$ cat src/common/fpsc_pkg.sv
// Constants, command codes and operation codes of the NOR flash program/status host controller.
// Assumes a word-wide (x16) flash with word addresses and a 250 MHz system clock.
package fpsc_pkg;
  localparam int CLK_NS = 4;
  // Bus timing, each figure in nanoseconds, then rounded up to clock cycles
  localparam int T_ACC_NS  = 70;
  localparam int T_WP_NS   = 40;
  localparam int T_SETUP_NS = 8;
  localparam int T_RST_NS  = 500;
  localparam int ACC_CYC   = (T_ACC_NS + CLK_NS - 1) / CLK_NS;
  localparam int WP_CYC    = (T_WP_NS + CLK_NS - 1) / CLK_NS;
  localparam int SETUP_CYC = (T_SETUP_NS + CLK_NS - 1) / CLK_NS;
  localparam int RST_CYC   = (T_RST_NS + CLK_NS - 1) / CLK_NS;
  // Longest suspend latency, in microseconds, and the default wait in cycles
  localparam int T_ESUSP_US = 15;
  localparam int T_PSUSP_US = 20;
  localparam int SUSP_CYC   = T_PSUSP_US * 1000 / CLK_NS;
  localparam int GAP_CYC    = 2;
  // Unlock addresses and command data
  localparam logic [20:0] ADR_555 = 21'h000555;
  localparam logic [20:0] ADR_AAA = 21'h000aaa;
  localparam logic [20:0] ADR_PLK = 21'h000080;
  localparam logic [7:0]  CD_AA    = 8'haa;
  localparam logic [7:0]  CD_55    = 8'h55;
  localparam logic [7:0]  CD_PROG  = 8'ha0;
  localparam logic [7:0]  CD_ERASE = 8'h80;
  localparam logic [7:0]  CD_SERASE = 8'h30;
  localparam logic [7:0]  CD_LOCKDN = 8'h60;
  localparam logic [7:0]  CD_SUSP  = 8'hb0;
  localparam logic [7:0]  CD_RESUME = 8'h30;
  localparam logic [7:0]  CD_SETCFG = 8'hd0;
  localparam logic [7:0]  CD_IDENT = 8'h90;
  localparam logic [7:0]  CD_IDEXIT = 8'hf0;
  localparam logic [7:0]  CD_PPROG = 8'hc0;
  // Status bit positions on the data bus
  localparam int POLLING_BIT   = 7;
  localparam int TOGGLING_BIT  = 6;
  localparam int LIMIT_ERROR_BIT = 5;
  localparam int PROTECT_VOLTAGE_BIT = 3;
  localparam int LOCK_FLAG_BIT = 0;
  localparam int BLOCK_LOCK_BIT = 1;
  localparam logic [1:0] CFG_RESET = 2'h0;
  // Answer status codes
  localparam logic [1:0] ST_OK = 2'h0;
  localparam logic [1:0] ST_LIMIT = 2'h1;
  localparam logic [1:0] ST_VPP = 2'h2;
  typedef enum logic [3:0] {
    OP_READ   = 4'h0, OP_PROG  = 4'h1, OP_SERASE = 4'h2, OP_LOCKDN = 4'h3,
    OP_SUSP   = 4'h4, OP_RESUME = 4'h5, OP_SETCFG = 4'h6, OP_IDEXIT = 4'h7,
    OP_IDREAD = 4'h8, OP_PPROG = 4'h9, OP_PLOCK  = 4'ha, OP_RESET  = 4'hb
  } fpsc_op_e;
endpackage : fpsc_pkg

$ cat src/rtl/fpsc_host.sv
// Host controller for a parallel NOR flash: command sequences, status polling, id-exit recovery.
// Assumes a x16 flash wired word-wide; status, lock and protection bits are read from its data bus.
// Behaviour
// - Mode 01 holds status after success; host issues identification-exit.
// - After any failure host issues identification-exit to regain array reads.
// - Protect-voltage bit one on low supply; host then issues identification-exit.
// - Host resumes a suspended erase with one-cycle resume command.
// - Host locks user half with block lock bit zero, then identification-exit.
// - Host holds select and write strobes low with output enable high.
module fpsc_host
  import fpsc_pkg::*;
#(
  parameter int SUSP_WAIT = SUSP_CYC
) (
  input  wire logic        sys_clk,
  input  wire logic        rst,
  input  wire logic        cmd_valid,
  input  wire logic [3:0]  cmd_op,
  input  wire logic [20:0] cmd_addr,
  input  wire logic [15:0] cmd_data,
  output logic             cmd_ready,
  output logic             resp_valid,
  output logic [15:0]      resp_data,
  output logic [1:0]       resp_status,
  output logic [1:0]       status_mode,
  input  wire logic [15:0] dq_i,
  input  wire logic        ready_busy_i,
  output logic [20:0]      flash_addr,
  output logic [15:0]      dq_o,
  output logic             dq_oe,
  output logic             ce_n,
  output logic             oe_n,
  output logic             we_n,
  output logic             flash_reset_n
);
  typedef enum logic [2:0] {
    HS_RESET = 3'b000, HS_IDLE = 3'b001, HS_SEQ = 3'b010, HS_READ = 3'b011,
    HS_POLL1 = 3'b100, HS_POLL2 = 3'b101, HS_EXIT = 3'b110, HS_WAIT = 3'b111
  } fpsc_hs_e;

  fpsc_hs_e    state_reg;
  fpsc_op_e    op_reg;
  logic [20:0] addr_reg;
  logic [15:0] data_reg;
  logic [2:0]  idx_reg;
  logic        pend_reg;
  logic        start_reg;
  logic [15:0] cnt_reg;
  logic [15:0] first_reg;
  logic        fail_reg;
  logic [1:0]  fail_code_reg;
  logic        bus_done;
  logic [15:0] bus_rdata;

  // Sequence step table: {write address, write data} of step idx for an operation
  function automatic logic [36:0] seq_word(input fpsc_op_e op, input logic [2:0] idx,
                                           input logic [20:0] a, input logic [15:0] d);
    logic [7:0] third;
    third = CD_PROG;
    unique case (op)
      OP_SERASE, OP_LOCKDN: third = CD_ERASE;
      OP_SETCFG:            third = CD_SETCFG;
      OP_IDREAD:            third = CD_IDENT;
      OP_PPROG, OP_PLOCK:   third = CD_PPROG;
      default:              third = CD_PROG;
    endcase
    if (op == OP_SUSP) return {a, 8'h00, CD_SUSP};
    if (op == OP_RESUME) return {a, 8'h00, CD_RESUME};
    if (op == OP_IDEXIT) return {ADR_555, 8'h00, CD_IDEXIT};
    unique case (idx)
      3'd0: return {ADR_555, 8'h00, CD_AA};
      3'd1: return {ADR_AAA, 8'h00, CD_55};
      3'd2: return {ADR_555, 8'h00, third};
      3'd3: begin
        if (op == OP_PLOCK) return {ADR_PLK, d & ~16'(1 << BLOCK_LOCK_BIT)};
        if (op == OP_SETCFG) return {21'h000000, 14'h0000, d[1:0]};
        if (op == OP_PROG || op == OP_PPROG) return {a, d};
        return {ADR_555, 8'h00, CD_AA};
      end
      3'd4: return {ADR_AAA, 8'h00, CD_55};
      default: return {a, 8'h00, (op == OP_LOCKDN) ? CD_LOCKDN : CD_SERASE};
    endcase
  endfunction : seq_word

  // Number of write cycles of an operation's sequence
  function automatic logic [2:0] seq_len(input fpsc_op_e op);
    unique case (op)
      OP_SERASE, OP_LOCKDN:               return 3'd6;
      OP_PROG, OP_PPROG, OP_PLOCK, OP_SETCFG: return 3'd4;
      OP_IDREAD:                          return 3'd3;
      default:                            return 3'd1;
    endcase
  endfunction : seq_len

  // Decoding of the step table, of the polled status and of the operation's follow-up
  wire [36:0] step_word  = seq_word(op_reg, idx_reg, addr_reg, data_reg);
  wire        last_step  = (idx_reg == seq_len(op_reg) - 3'd1);
  wire        needs_poll = (op_reg == OP_PROG) || (op_reg == OP_SERASE) ||
                           (op_reg == OP_PPROG) || (op_reg == OP_PLOCK);
  wire        is_erase   = (op_reg == OP_SERASE);
  wire        toggling   = first_reg[TOGGLING_BIT] != bus_rdata[TOGGLING_BIT];
  wire        limit_err  = bus_rdata[LIMIT_ERROR_BIT];
  wire        vpp_err    = bus_rdata[PROTECT_VOLTAGE_BIT];
  wire        expect_bit = is_erase ? 1'b1 : data_reg[POLLING_BIT];
  wire        poll_ok    = (status_mode == 2'h1) ? bus_rdata[POLLING_BIT]
                                                 : (bus_rdata[POLLING_BIT] == expect_bit);
  // Bits 5 and 3 are status only while a status word shows; a mode 00 success returns array data
  wire        status_err = (limit_err || vpp_err) && !((status_mode == 2'h0) && poll_ok);
  wire        bus_write  = (state_reg != HS_READ) && (state_reg != HS_POLL1) && (state_reg != HS_POLL2);
  wire [20:0] bus_addr   = (state_reg == HS_EXIT) ? ADR_555 : (bus_write ? step_word[36:16] : addr_reg);
  wire [15:0] bus_wdata  = (state_reg == HS_EXIT) ? {8'h00, CD_IDEXIT} : step_word[15:0];
  wire        bus_state  = (state_reg != HS_RESET) && (state_reg != HS_IDLE) && (state_reg != HS_WAIT);

  fpsc_bus_cycle u_bus (
    .sys_clk    (sys_clk),
    .rst        (rst),
    .start      (start_reg),
    .is_write   (bus_write),
    .addr       (bus_addr),
    .wdata      (bus_wdata),
    .dq_i       (dq_i),
    .flash_addr (flash_addr),
    .dq_o       (dq_o),
    .dq_oe      (dq_oe),
    .ce_n       (ce_n),
    .oe_n       (oe_n),
    .we_n       (we_n),
    .done       (bus_done),
    .rdata      (bus_rdata)
  );

  // Bus cycle launcher: one start per bus cycle, the step advances on the cycle's done pulse
  always_ff @(posedge sys_clk) begin
    if (rst) begin
      start_reg <= 1'b0;
      pend_reg  <= 1'b0;
    end else begin
      start_reg <= bus_state && !pend_reg && !start_reg;
      if (start_reg) pend_reg <= 1'b1;
      else if (bus_done) pend_reg <= 1'b0;
    end
  end

  // Main sequencer
  always_ff @(posedge sys_clk) begin
    if (rst) begin
      state_reg     <= HS_RESET;
      op_reg        <= OP_READ;
      addr_reg      <= 21'h000000;
      data_reg      <= 16'h0000;
      idx_reg       <= 3'd0;
      cnt_reg       <= 16'(RST_CYC);
      first_reg     <= 16'h0000;
      fail_reg      <= 1'b0;
      fail_code_reg <= ST_OK;
      cmd_ready     <= 1'b0;
      resp_valid    <= 1'b0;
      resp_data     <= 16'h0000;
      resp_status   <= ST_OK;
      status_mode   <= CFG_RESET;
      flash_reset_n <= 1'b0;
    end else begin
      resp_valid <= 1'b0;
      if (cnt_reg != 16'h0000) cnt_reg <= cnt_reg - 16'h0001;
      unique case (state_reg)
        // Reset pulse: aborts any operation, clears every sector lock; status mode is kept
        HS_RESET: if (cnt_reg == 16'h0000) begin
          flash_reset_n <= 1'b1;
          cmd_ready     <= 1'b1;
          state_reg     <= HS_IDLE;
        end
        HS_IDLE: if (cmd_valid) begin
          cmd_ready <= 1'b0;
          op_reg    <= fpsc_op_e'(cmd_op);
          addr_reg  <= cmd_addr;
          data_reg  <= cmd_data;
          idx_reg   <= 3'd0;
          fail_reg  <= 1'b0;
          fail_code_reg <= ST_OK;
          if (fpsc_op_e'(cmd_op) == OP_RESET) begin
            flash_reset_n <= 1'b0;
            cnt_reg       <= 16'(RST_CYC);
            state_reg     <= HS_RESET;
          end else begin
            state_reg <= (fpsc_op_e'(cmd_op) == OP_READ) ? HS_READ : HS_SEQ;
          end
        end
        HS_SEQ: if (bus_done) begin
          idx_reg <= idx_reg + 3'd1;
          if (last_step) begin
            if (op_reg == OP_SETCFG) status_mode <= data_reg[1:0];
            if (op_reg == OP_IDREAD) state_reg <= HS_READ;
            else if (needs_poll) begin
              cnt_reg   <= 16'(GAP_CYC);
              state_reg <= HS_WAIT;
            end else if (op_reg == OP_SUSP) begin
              cnt_reg   <= 16'(SUSP_WAIT);
              state_reg <= HS_WAIT;
            end else begin
              resp_status <= ST_OK;
              resp_valid  <= 1'b1;
              cmd_ready   <= 1'b1;
              state_reg   <= HS_IDLE;
            end
          end
        end
        // Suspend latency or gap before the first status read
        HS_WAIT: if (cnt_reg == 16'h0000) begin
          if (needs_poll) state_reg <= HS_POLL1;
          else begin
            resp_status <= ST_OK;
            resp_valid  <= 1'b1;
            cmd_ready   <= 1'b1;
            state_reg   <= HS_IDLE;
          end
        end
        HS_READ: if (bus_done) begin
          resp_data <= bus_rdata;
          if (op_reg == OP_IDREAD) state_reg <= HS_EXIT;
          else begin
            resp_status <= ST_OK;
            resp_valid  <= 1'b1;
            cmd_ready   <= 1'b1;
            state_reg   <= HS_IDLE;
          end
        end
        HS_POLL1: if (bus_done) begin
          first_reg <= bus_rdata;
          state_reg <= HS_POLL2;
        end
        // Two reads back to back: a toggling bit that still moves means busy
        HS_POLL2: if (bus_done) begin
          resp_data <= bus_rdata;
          if (toggling && !status_err) state_reg <= HS_POLL1;
          else if (!toggling && poll_ok && !status_err) begin
            if (status_mode == 2'h1 || op_reg == OP_PLOCK) state_reg <= HS_EXIT;
            else begin
              resp_status <= ST_OK;
              resp_valid  <= 1'b1;
              cmd_ready   <= 1'b1;
              state_reg   <= HS_IDLE;
            end
          end else if (!toggling || status_err) begin
            fail_reg      <= 1'b1;
            fail_code_reg <= vpp_err ? ST_VPP : ST_LIMIT;
            state_reg     <= HS_EXIT;
          end
        end
        // Identification-exit restores array reads after status hold or id mode
        HS_EXIT: if (bus_done) begin
          resp_status <= fail_reg ? fail_code_reg : ST_OK;
          resp_valid  <= 1'b1;
          cmd_ready   <= 1'b1;
          state_reg   <= HS_IDLE;
        end
      endcase
    end
  end
endmodule : fpsc_host

$ cat src/rtl/fpsc_bus_cycle.sv
// One asynchronous flash bus cycle (write pulse or read access) from a start pulse.
// Assumes the flash needs no clock; all pin timing is counted in sys_clk cycles.
module fpsc_bus_cycle
  import fpsc_pkg::*;
(
  input  wire logic        sys_clk,
  input  wire logic        rst,
  input  wire logic        start,
  input  wire logic        is_write,
  input  wire logic [20:0] addr,
  input  wire logic [15:0] wdata,
  input  wire logic [15:0] dq_i,
  output logic [20:0]      flash_addr,
  output logic [15:0]      dq_o,
  output logic             dq_oe,
  output logic             ce_n,
  output logic             oe_n,
  output logic             we_n,
  output logic             done,
  output logic [15:0]      rdata
);
  typedef enum logic [1:0] {
    BC_IDLE = 2'b00, BC_SETUP = 2'b01, BC_PULSE = 2'b10, BC_HOLD = 2'b11
  } fpsc_bc_e;

  fpsc_bc_e    state_reg;
  logic [7:0]  cnt_reg;
  logic        wr_reg;
  wire         cnt_zero = (cnt_reg == 8'h00);

  // Write: address and data settle with OE and WE high, then WE pulses low and the data is taken as it rises
  always_ff @(posedge sys_clk) begin
    if (rst) begin
      state_reg  <= BC_IDLE;
      cnt_reg    <= 8'h00;
      wr_reg     <= 1'b0;
      flash_addr <= 21'h000000;
      dq_o       <= 16'h0000;
      dq_oe      <= 1'b0;
      ce_n       <= 1'b1;
      oe_n       <= 1'b1;
      we_n       <= 1'b1;
      done       <= 1'b0;
      rdata      <= 16'h0000;
    end else begin
      done <= 1'b0;
      if (cnt_reg != 8'h00) cnt_reg <= cnt_reg - 8'h01;
      unique case (state_reg)
        BC_IDLE: if (start) begin
          flash_addr <= addr;
          dq_o       <= wdata;
          dq_oe      <= is_write;
          wr_reg     <= is_write;
          ce_n       <= 1'b0;
          oe_n       <= 1'b1;
          cnt_reg    <= 8'(SETUP_CYC);
          state_reg  <= BC_SETUP;
        end
        BC_SETUP: if (cnt_zero) begin
          we_n      <= ~wr_reg;
          oe_n      <= wr_reg;
          cnt_reg   <= wr_reg ? 8'(WP_CYC) : 8'(ACC_CYC);
          state_reg <= BC_PULSE;
        end
        BC_PULSE: if (cnt_zero) begin
          we_n      <= 1'b1;
          ce_n      <= 1'b1;
          oe_n      <= 1'b1;
          rdata     <= dq_i;
          cnt_reg   <= 8'(SETUP_CYC);
          state_reg <= BC_HOLD;
        end
        BC_HOLD: if (cnt_zero) begin
          dq_oe     <= 1'b0;
          done      <= 1'b1;
          state_reg <= BC_IDLE;
        end
      endcase
    end
  end
endmodule : fpsc_bus_cycle

$ cat config.mk
export PLATFORM = sky130hd
export DESIGN_NAME = fpsc_host
export DESIGN_NICKNAME = d
export VERILOG_FILES = /design/src/common/fpsc_pkg.sv /design/src/rtl/fpsc_host.sv /design/src/rtl/fpsc_bus_cycle.sv
export SDC_FILE = /design/constraint.sdc
export NUM_CORES = 1
export LEC_CHECK = 0
export BUFFER_PORTS_ARGS = -buffer_cell sky130_fd_sc_hd__buf_2
export CORE_ASPECT_RATIO = 0.8
export CORE_MARGIN = 2
export CORE_UTILIZATION = 49
export CTS_BUF_LIST = sky130_fd_sc_hd__clkbuf_16
export DETAILED_ROUTE_END_ITERATION = 8
export PLACE_DENSITY = 0.72
export RECOVER_POWER = 50
export SLEW_MARGIN = 20
export SYNTH_ARGS = -nofsm -noshare
export SYNTH_HDL_FRONTEND = slang
export SYNTH_SLANG_ARGS = --single-unit
$ cat constraint.sdc
create_clock -name sys_clk -period 4.1 [get_ports sys_clk]
set_input_delay 0.41 -clock sys_clk [delete_from_list [all_inputs] [get_ports sys_clk]]
set_output_delay 0.41 -clock sys_clk [all_outputs]
set_load 0.005 [all_outputs]
==> results of run 1 <==
==> cell type report <==
| type | count | area [um^2] | share of cell area |
|---|---|---|---|
| tap | 189 | 236 | 0.0275 |
| clock buffer | 17 | 425 | 0.0494 |
| multi-input combinational | 696 | 3840 | 0.446 |
| sequential | 161 | 3220 | 0.374 |
| clock inverter | 15 | 179 | 0.0208 |
| inverter | 27 | 101 | 0.0118 |
| timing repair buffer | 128 | 601 | 0.0698 |
==> metal layers <==
metal / part of all wire / global-route usage / up-vias
met5: 0 / 0 / -
met4: 0.0054 / 0.0507 / 0
met3: 0.082 / 0.0680 / 7
met2: 0.43 / 0.360 / 230
met1: 0.49 / 0.352 / 3122
li1: - / - / 3438
==> worst reg2reg max path, stage by stage, from the launching register on <==
cell and delay, ns:
dfxtp_1 0.93, nor2_1 0.18, nand2_1 0.14, clkbuf_1 1.48
and3_1 0.35, o21a_1 0.11
==> power breakdown <==
group	switching, mW	leakage [nW]	internal [mW]	total (mW)
sequential	0.0276	1.30	1.60	1.63
combinational	0.191	1.60	0.142	0.333
clock	0.661	0.301	0.966	1.63
==> metrics by stage <==
step           hold slack [ns]  setup WS (ns)  utilization  std cells  cell area [um^2]
5_1_grt                  0.208          0.565        0.579       1233              8610
3_5_place_dp             0.443           1.05        0.542       1201              8060
3_3_place_gp             0.439           1.14        0.542       1201              8060
2_1_floorplan            0.430           1.38            -        939              7370
6_report                 0.220          0.871        0.579       1233              8610
4_1_cts                  0.207           1.03        0.583       1233              8660
==> synth_stat cells, types with 6 or more instances <==
cell type  instances
nor2_1           101
nand2b_1          13
a21o_1             7
inv_1             26
and3_1             7
nor3_1            21
xor2_1             7
nand2_1          194
ha_1              14
o21ai_0           31
clkbuf_1          51
xnor2_1           15
a21oi_1          122
nor2b_1           11
a22oi_1           26
nand3_1            9
a211oi_1           7
a31oi_1           14
nor4_1             6
dfxtp_1          161
==> path summary, 6_finish.rpt <==
kind | from | endpoint | slack [ns] | cells after the start
max reg2reg | state_reg[2]$_SDFFE_PP0P_ | fail_code_reg[1]$_SDFFE_PP0P_ | 0.87 | 5
min | dq_i[11] | u_bus.rdata[11]$_SDFFE_PP0P_ | 0.22 | 3
min reg2reg | u_bus.rdata[12]$_SDFFE_PP0P_ | resp_data[12]$_SDFFE_PP0P_ | 0.45 | 2
max | state_reg[2]$_SDFFE_PP0P_ | fail_code_reg[1]$_SDFFE_PP0P_ | 0.87 | 5
==> cell families (layout without fill, tap and decap cells) <==
logic type	after synthesis	in the layout	share of synthesized area
flops	161	161	0.437
buf+inv	82	187	0.0423
simple gates	397	397	0.245
xor+xnor	22	22	0.0261
compound gates	254	254	0.212
mux	8	8	0.0114
fa+ha+maj	15	15	0.0265
==> flow_metrics.tcl, run 1 <==
set metrics [dict create \
    ys_seq_area_frac 0.437 \
    ctsHoldBuffers 0 \
    die_w_um 141 \
    grt_pass1_wl_um 31300 \
    min_period_ns 3.23 \
    crit_chain "nor2_1 > nand2_1 > clkbuf_1 > and3_1 > o21a_1" \
    cts_setup_buffers 0 \
    worstSetupPathType "reg -> reg" \
    ys_seq_elements 161 \
    num_antenna_cells 0 \
    cp-end-kind "flop" \
    synth_fp_nets 1015 \
    max_stage_delay_ns 1.48 \
    cts.sinks 161 \
    fin_setup_tns_ns 0 \
    worst_slew_pin_slew_ns 2.08 \
    setup_viol 0 \
    cp.required_ns 4.47 \
    startpoint_type "flop" \
    core-area_mm2 0.0149 \
    rsz0062_at_grt "no" \
    die-height_um 114 \
    relSlewSlack -0.385 \
    worst_hold_path_type "in -> reg" \
    synth.distinct_cells 65 \
    fp.dieArea_mm2 0.0160 \
    areaGrowthSynthToFinish_pct 16.8 \
    syn_inst 939 \
    io_pins 125 \
    fill_cells 1412 \
    routed_wl_um 18900 \
    mostFrequentLayoutCells "194 x nand2_1, 161 x dfxtp_1, 122 x a21oi_1" \
    cts_tree "built" \
    drive_gt1_frac 0.129 \
    synth_top_area_cell "dfxtp_1" \
    wl_per_cell_um 15.4 \
    fin_skew_ns 0.0105 \
    synth_top_cell_area_share 0.437 \
    peakVddDrop_v 0.000269 \
    antenna_found_initial 0 \
    dr.pass1.iters 5 \
    rows 40 \
    p_leak_nw 3.20 \
    clk_latency_ns 0.42 \
    ys_warn_count 0 \
    dr_total_vias 6797 \
    avgSynthCellArea_um2 7.85 \
    cts_buffers 17 \
    first_global_vias 6218 \
    violations "max-capacitance violations, max-slew violations" \
    cts_root_buf "clkbuf_16" \
    drc 0 \
    crit_fanout 43 \
    async_flop_share 0 \
    p_total_mw 3.58 \
    synth_ff_type "dfxtp_1" \
    clk_pin_slew_ns 0.07 \
    hold_viol_final 0 \
    nets 1107 \
    layout_commonest_cell "nand2_1" \
    path_buf_inv 1 \
    synth_area_leaders "dfxtp_1 44%, nand2_1 9.9%, a21oi_1 8.3%, nor2_1 5.1%, a22oi_1 2.6%" \
    cpMaxStageDelayCell "clkbuf_1" \
    synth_edf_count 0 \
    vias_per_cell 5.51 \
    cts_buffer_depth 2 \
    cp_top_family "buffers and inverters" \
    overflow 0 \
    power_density_mw_per_mm2 416 \
    worstPathArrival_ns 3.60 \
    port_buffers 123 \
    grt_max_degree 68 \
    drtIter0Drc 550 \
    place_hpwl_um 12900 \
    initial_core_util 0.496 \
    cts_resized 0 \
    grt_use_total 0.242 \
    synth_area_mm2 0.00737 \
    period_share 0.788 \
    drv_cap 1 \
    drv_slew 44 \
    gp_congestion 0.900 \
    run_status "complete, but fails checks" \
    htreeDepth 4 \
    fmax_mhz 310 \
    detail-route-antenna-nets 0 \
]
No activity file was read; power rests on OpenSTA's default activity.
==> inputs of run 2 (changes only) <==
- clock period: 4.1 -> 3.36 ns (I/O delays scaled with it)
==> flow_metrics.tcl, run 2 (synthesis gave the netlist of run 1 again) <==
set metrics [dict create \
    run_status "complete, no violations" \
    worst_slack_ns 0.630 \
    port_buffers 123 \
    hold_viol_final 0 \
    cts_buffers 17 \
    final_util 0.581 \
    drtIter0Drc 586 \
    routed_wl_um 19200 \
    drive_gt1_frac 0.139 \
    worstHoldPathCells 3 \
    cts_resized 0 \
    dr_total_vias 6903 \
    first_global_vias 6220 \
    p_total_mw 4.25 \
    drv_slew 0 \
    gp_congestion 0.921 \
    cts_root_buf "clkbuf_16" \
    worst_r2r_path_depth 6 \
    rows 40 \
    fin_skew_ns 0.0127 \
    initial_core_util 0.496 \
    cts_setup_buffers 0 \
    regToRegSetupSlack_ns 0.63 \
    final_cell_count_no_fill 1243 \
    startpoint_type "flop" \
    worst_slew_pin_slew_ns 1.02 \
    crit_chain "nand2b_1 > o21ai_0 > nor2_1 > o221ai_1 > o31ai_1 > a211oi_1" \
    max_stage_delay_ns 0.85 \
    worstPathArrival_ns 3.06 \
    power_density_mw_per_mm2 493 \
    grt_max_degree 56 \
    cts_buffer_depth 2 \
    drv_cap 0 \
    worstReg2RegStart "state_reg[1]$_SDFFE_PP0P_" \
    cts_tree "built" \
    cpMaxStageDelayCell "o21ai_0" \
    worstSetupPathType "reg -> reg" \
    dp_cells 1211 \
    dr.pass1.iters 5 \
    mostFrequentLayoutCells "194 x nand2_1, 161 x dfxtp_1, 122 x a21oi_1" \
    rsz0062_at_grt "no" \
    drc 0 \
    crit_fanout 19 \
    cp.required_ns 3.69 \
    die-height_um 114 \
    antenna_found_initial 0 \
    min_period_ns 2.73 \
    hold_path_startpoint "cmd_addr[12]" \
    relSlewSlack 0.321 \
    period_share 0.813 \
    core-area_mm2 0.0149 \
    ctsHoldBuffers 0 \
    clk_pin_slew_ns 0.07 \
    vias_per_cell 5.55 \
    io_pins 125 \
    overflow 0 \
    die_w_um 141 \
    nets 1117 \
    worst_hold_path_type "in -> reg" \
    areaGrowthSynthToFinish_pct 17.2 \
    cp-end-kind "flop" \
    grt_pass1_wl_um 31600 \
    p_leak_nw 3.22 \
    fill_cells 1401 \
    setup_viol 0 \
    rr_endpoint "u_bus.flash_addr[2]$_SDFFE_PP0P_" \
    num_antenna_cells 0 \
    cts.sinks 161 \
    clk_latency_ns 0.43 \
    layout_commonest_cell "nand2_1" \
    grt_use_total 0.245 \
    detail-route-antenna-nets 0 \
    min_to "addr_reg[12]$_SDFFE_PP0P_" \
    fin_setup_tns_ns 0 \
    wl_per_cell_um 15.4 \
    peakVddDrop_v 0.000298 \
    place_hpwl_um 13200 \
    dpl_worst_slack_ns 0.709 \
    fp.dieArea_mm2 0.0160 \
    htreeDepth 4 \
    fmax_mhz 366 \
]
## run 2: changes by cell type in the layout (fill, tap and decap cells not counted), sizes merged
cell      change
buf          +11
bufinv        -2
clkinvlp      +2
clkbuf        -1
## run 2: layer usage
| metal | global-route usage | up-vias | share of wire |
|---|---|---|---|
| met1 | 0.358 | 3159 | 0.48 |
| li1 | - | 3453 | - |
| met2 | 0.347 | 272 | 0.42 |
| met5 | 0 | - | 0 |
| met3 | 0.0848 | 19 | 0.094 |
| met4 | 0.0587 | 0 | 0.011 |
## run 2: area by class of cell
type | instances | area (um^2) | share of cell area
multi-input cells | 696 | 3840 | 0.445
flip-flops and latches | 161 | 3220 | 0.373
repair buffers | 138 | 677 | 0.0784
clock buffers | 17 | 425 | 0.0493
well taps | 189 | 236 | 0.0274
clock inverters | 15 | 130 | 0.0151
inverters | 27 | 101 | 0.0117
## run 2: worst max-delay path by stage
stage | endpoint | startpoint | slack (ns) | cells past startpoint
6_report | u_bus.flash_addr[2]$_SDFFE_PP0P_ | state_reg[1]$_SDFFE_PP0P_ | 0.63 | 6
5_1_grt | u_bus.flash_addr[2]$_SDFFE_PP0P_ | state_reg[1]$_SDFFE_PP0P_ | 0.38 | 6
4_1_cts | state_reg[2]$_SDFFE_PP0P_ | op_reg[0]$_SDFFE_PP0P_ | 0.68 | 10
3_5_place_dp | state_reg[2]$_SDFFE_PP0P_ | op_reg[0]$_SDFFE_PP0P_ | 0.71 | 10
3_3_place_gp | state_reg[2]$_SDFFE_PP0P_ | op_reg[0]$_SDFFE_PP0P_ | 0.77 | 10
2_1_floorplan | state_reg[2]$_SDFFE_PP0P_ | op_reg[3]$_SDFFE_PP0P_ | 0.64 | 11
## run 2: where the power goes
group | internal, mW | total [mW] | switching, mW
clock network | 1.03 | 1.86 | 0.831
logic | 0.176 | 0.413 | 0.237
registers | 1.95 | 1.98 | 0.0353
## run 2: worst max-delay path: cells and delay by family, from the launching register on
kind / cells / cell delay, ns
and+or+nand+nor: 2 / 0.36
DFF: 1 / 0.73
AOI/OAI and AO/OA: 4 / 1.54
## run 2: through the flow
step	hold WS (ns)	area, um^2
3_5_place_dp	0.442	8130
5_1_grt	0.126	8640
3_3_place_gp	0.439	8130
2_1_floorplan	0.430	7370
6_report	0.136	8640
4_1_cts	0.126	8690
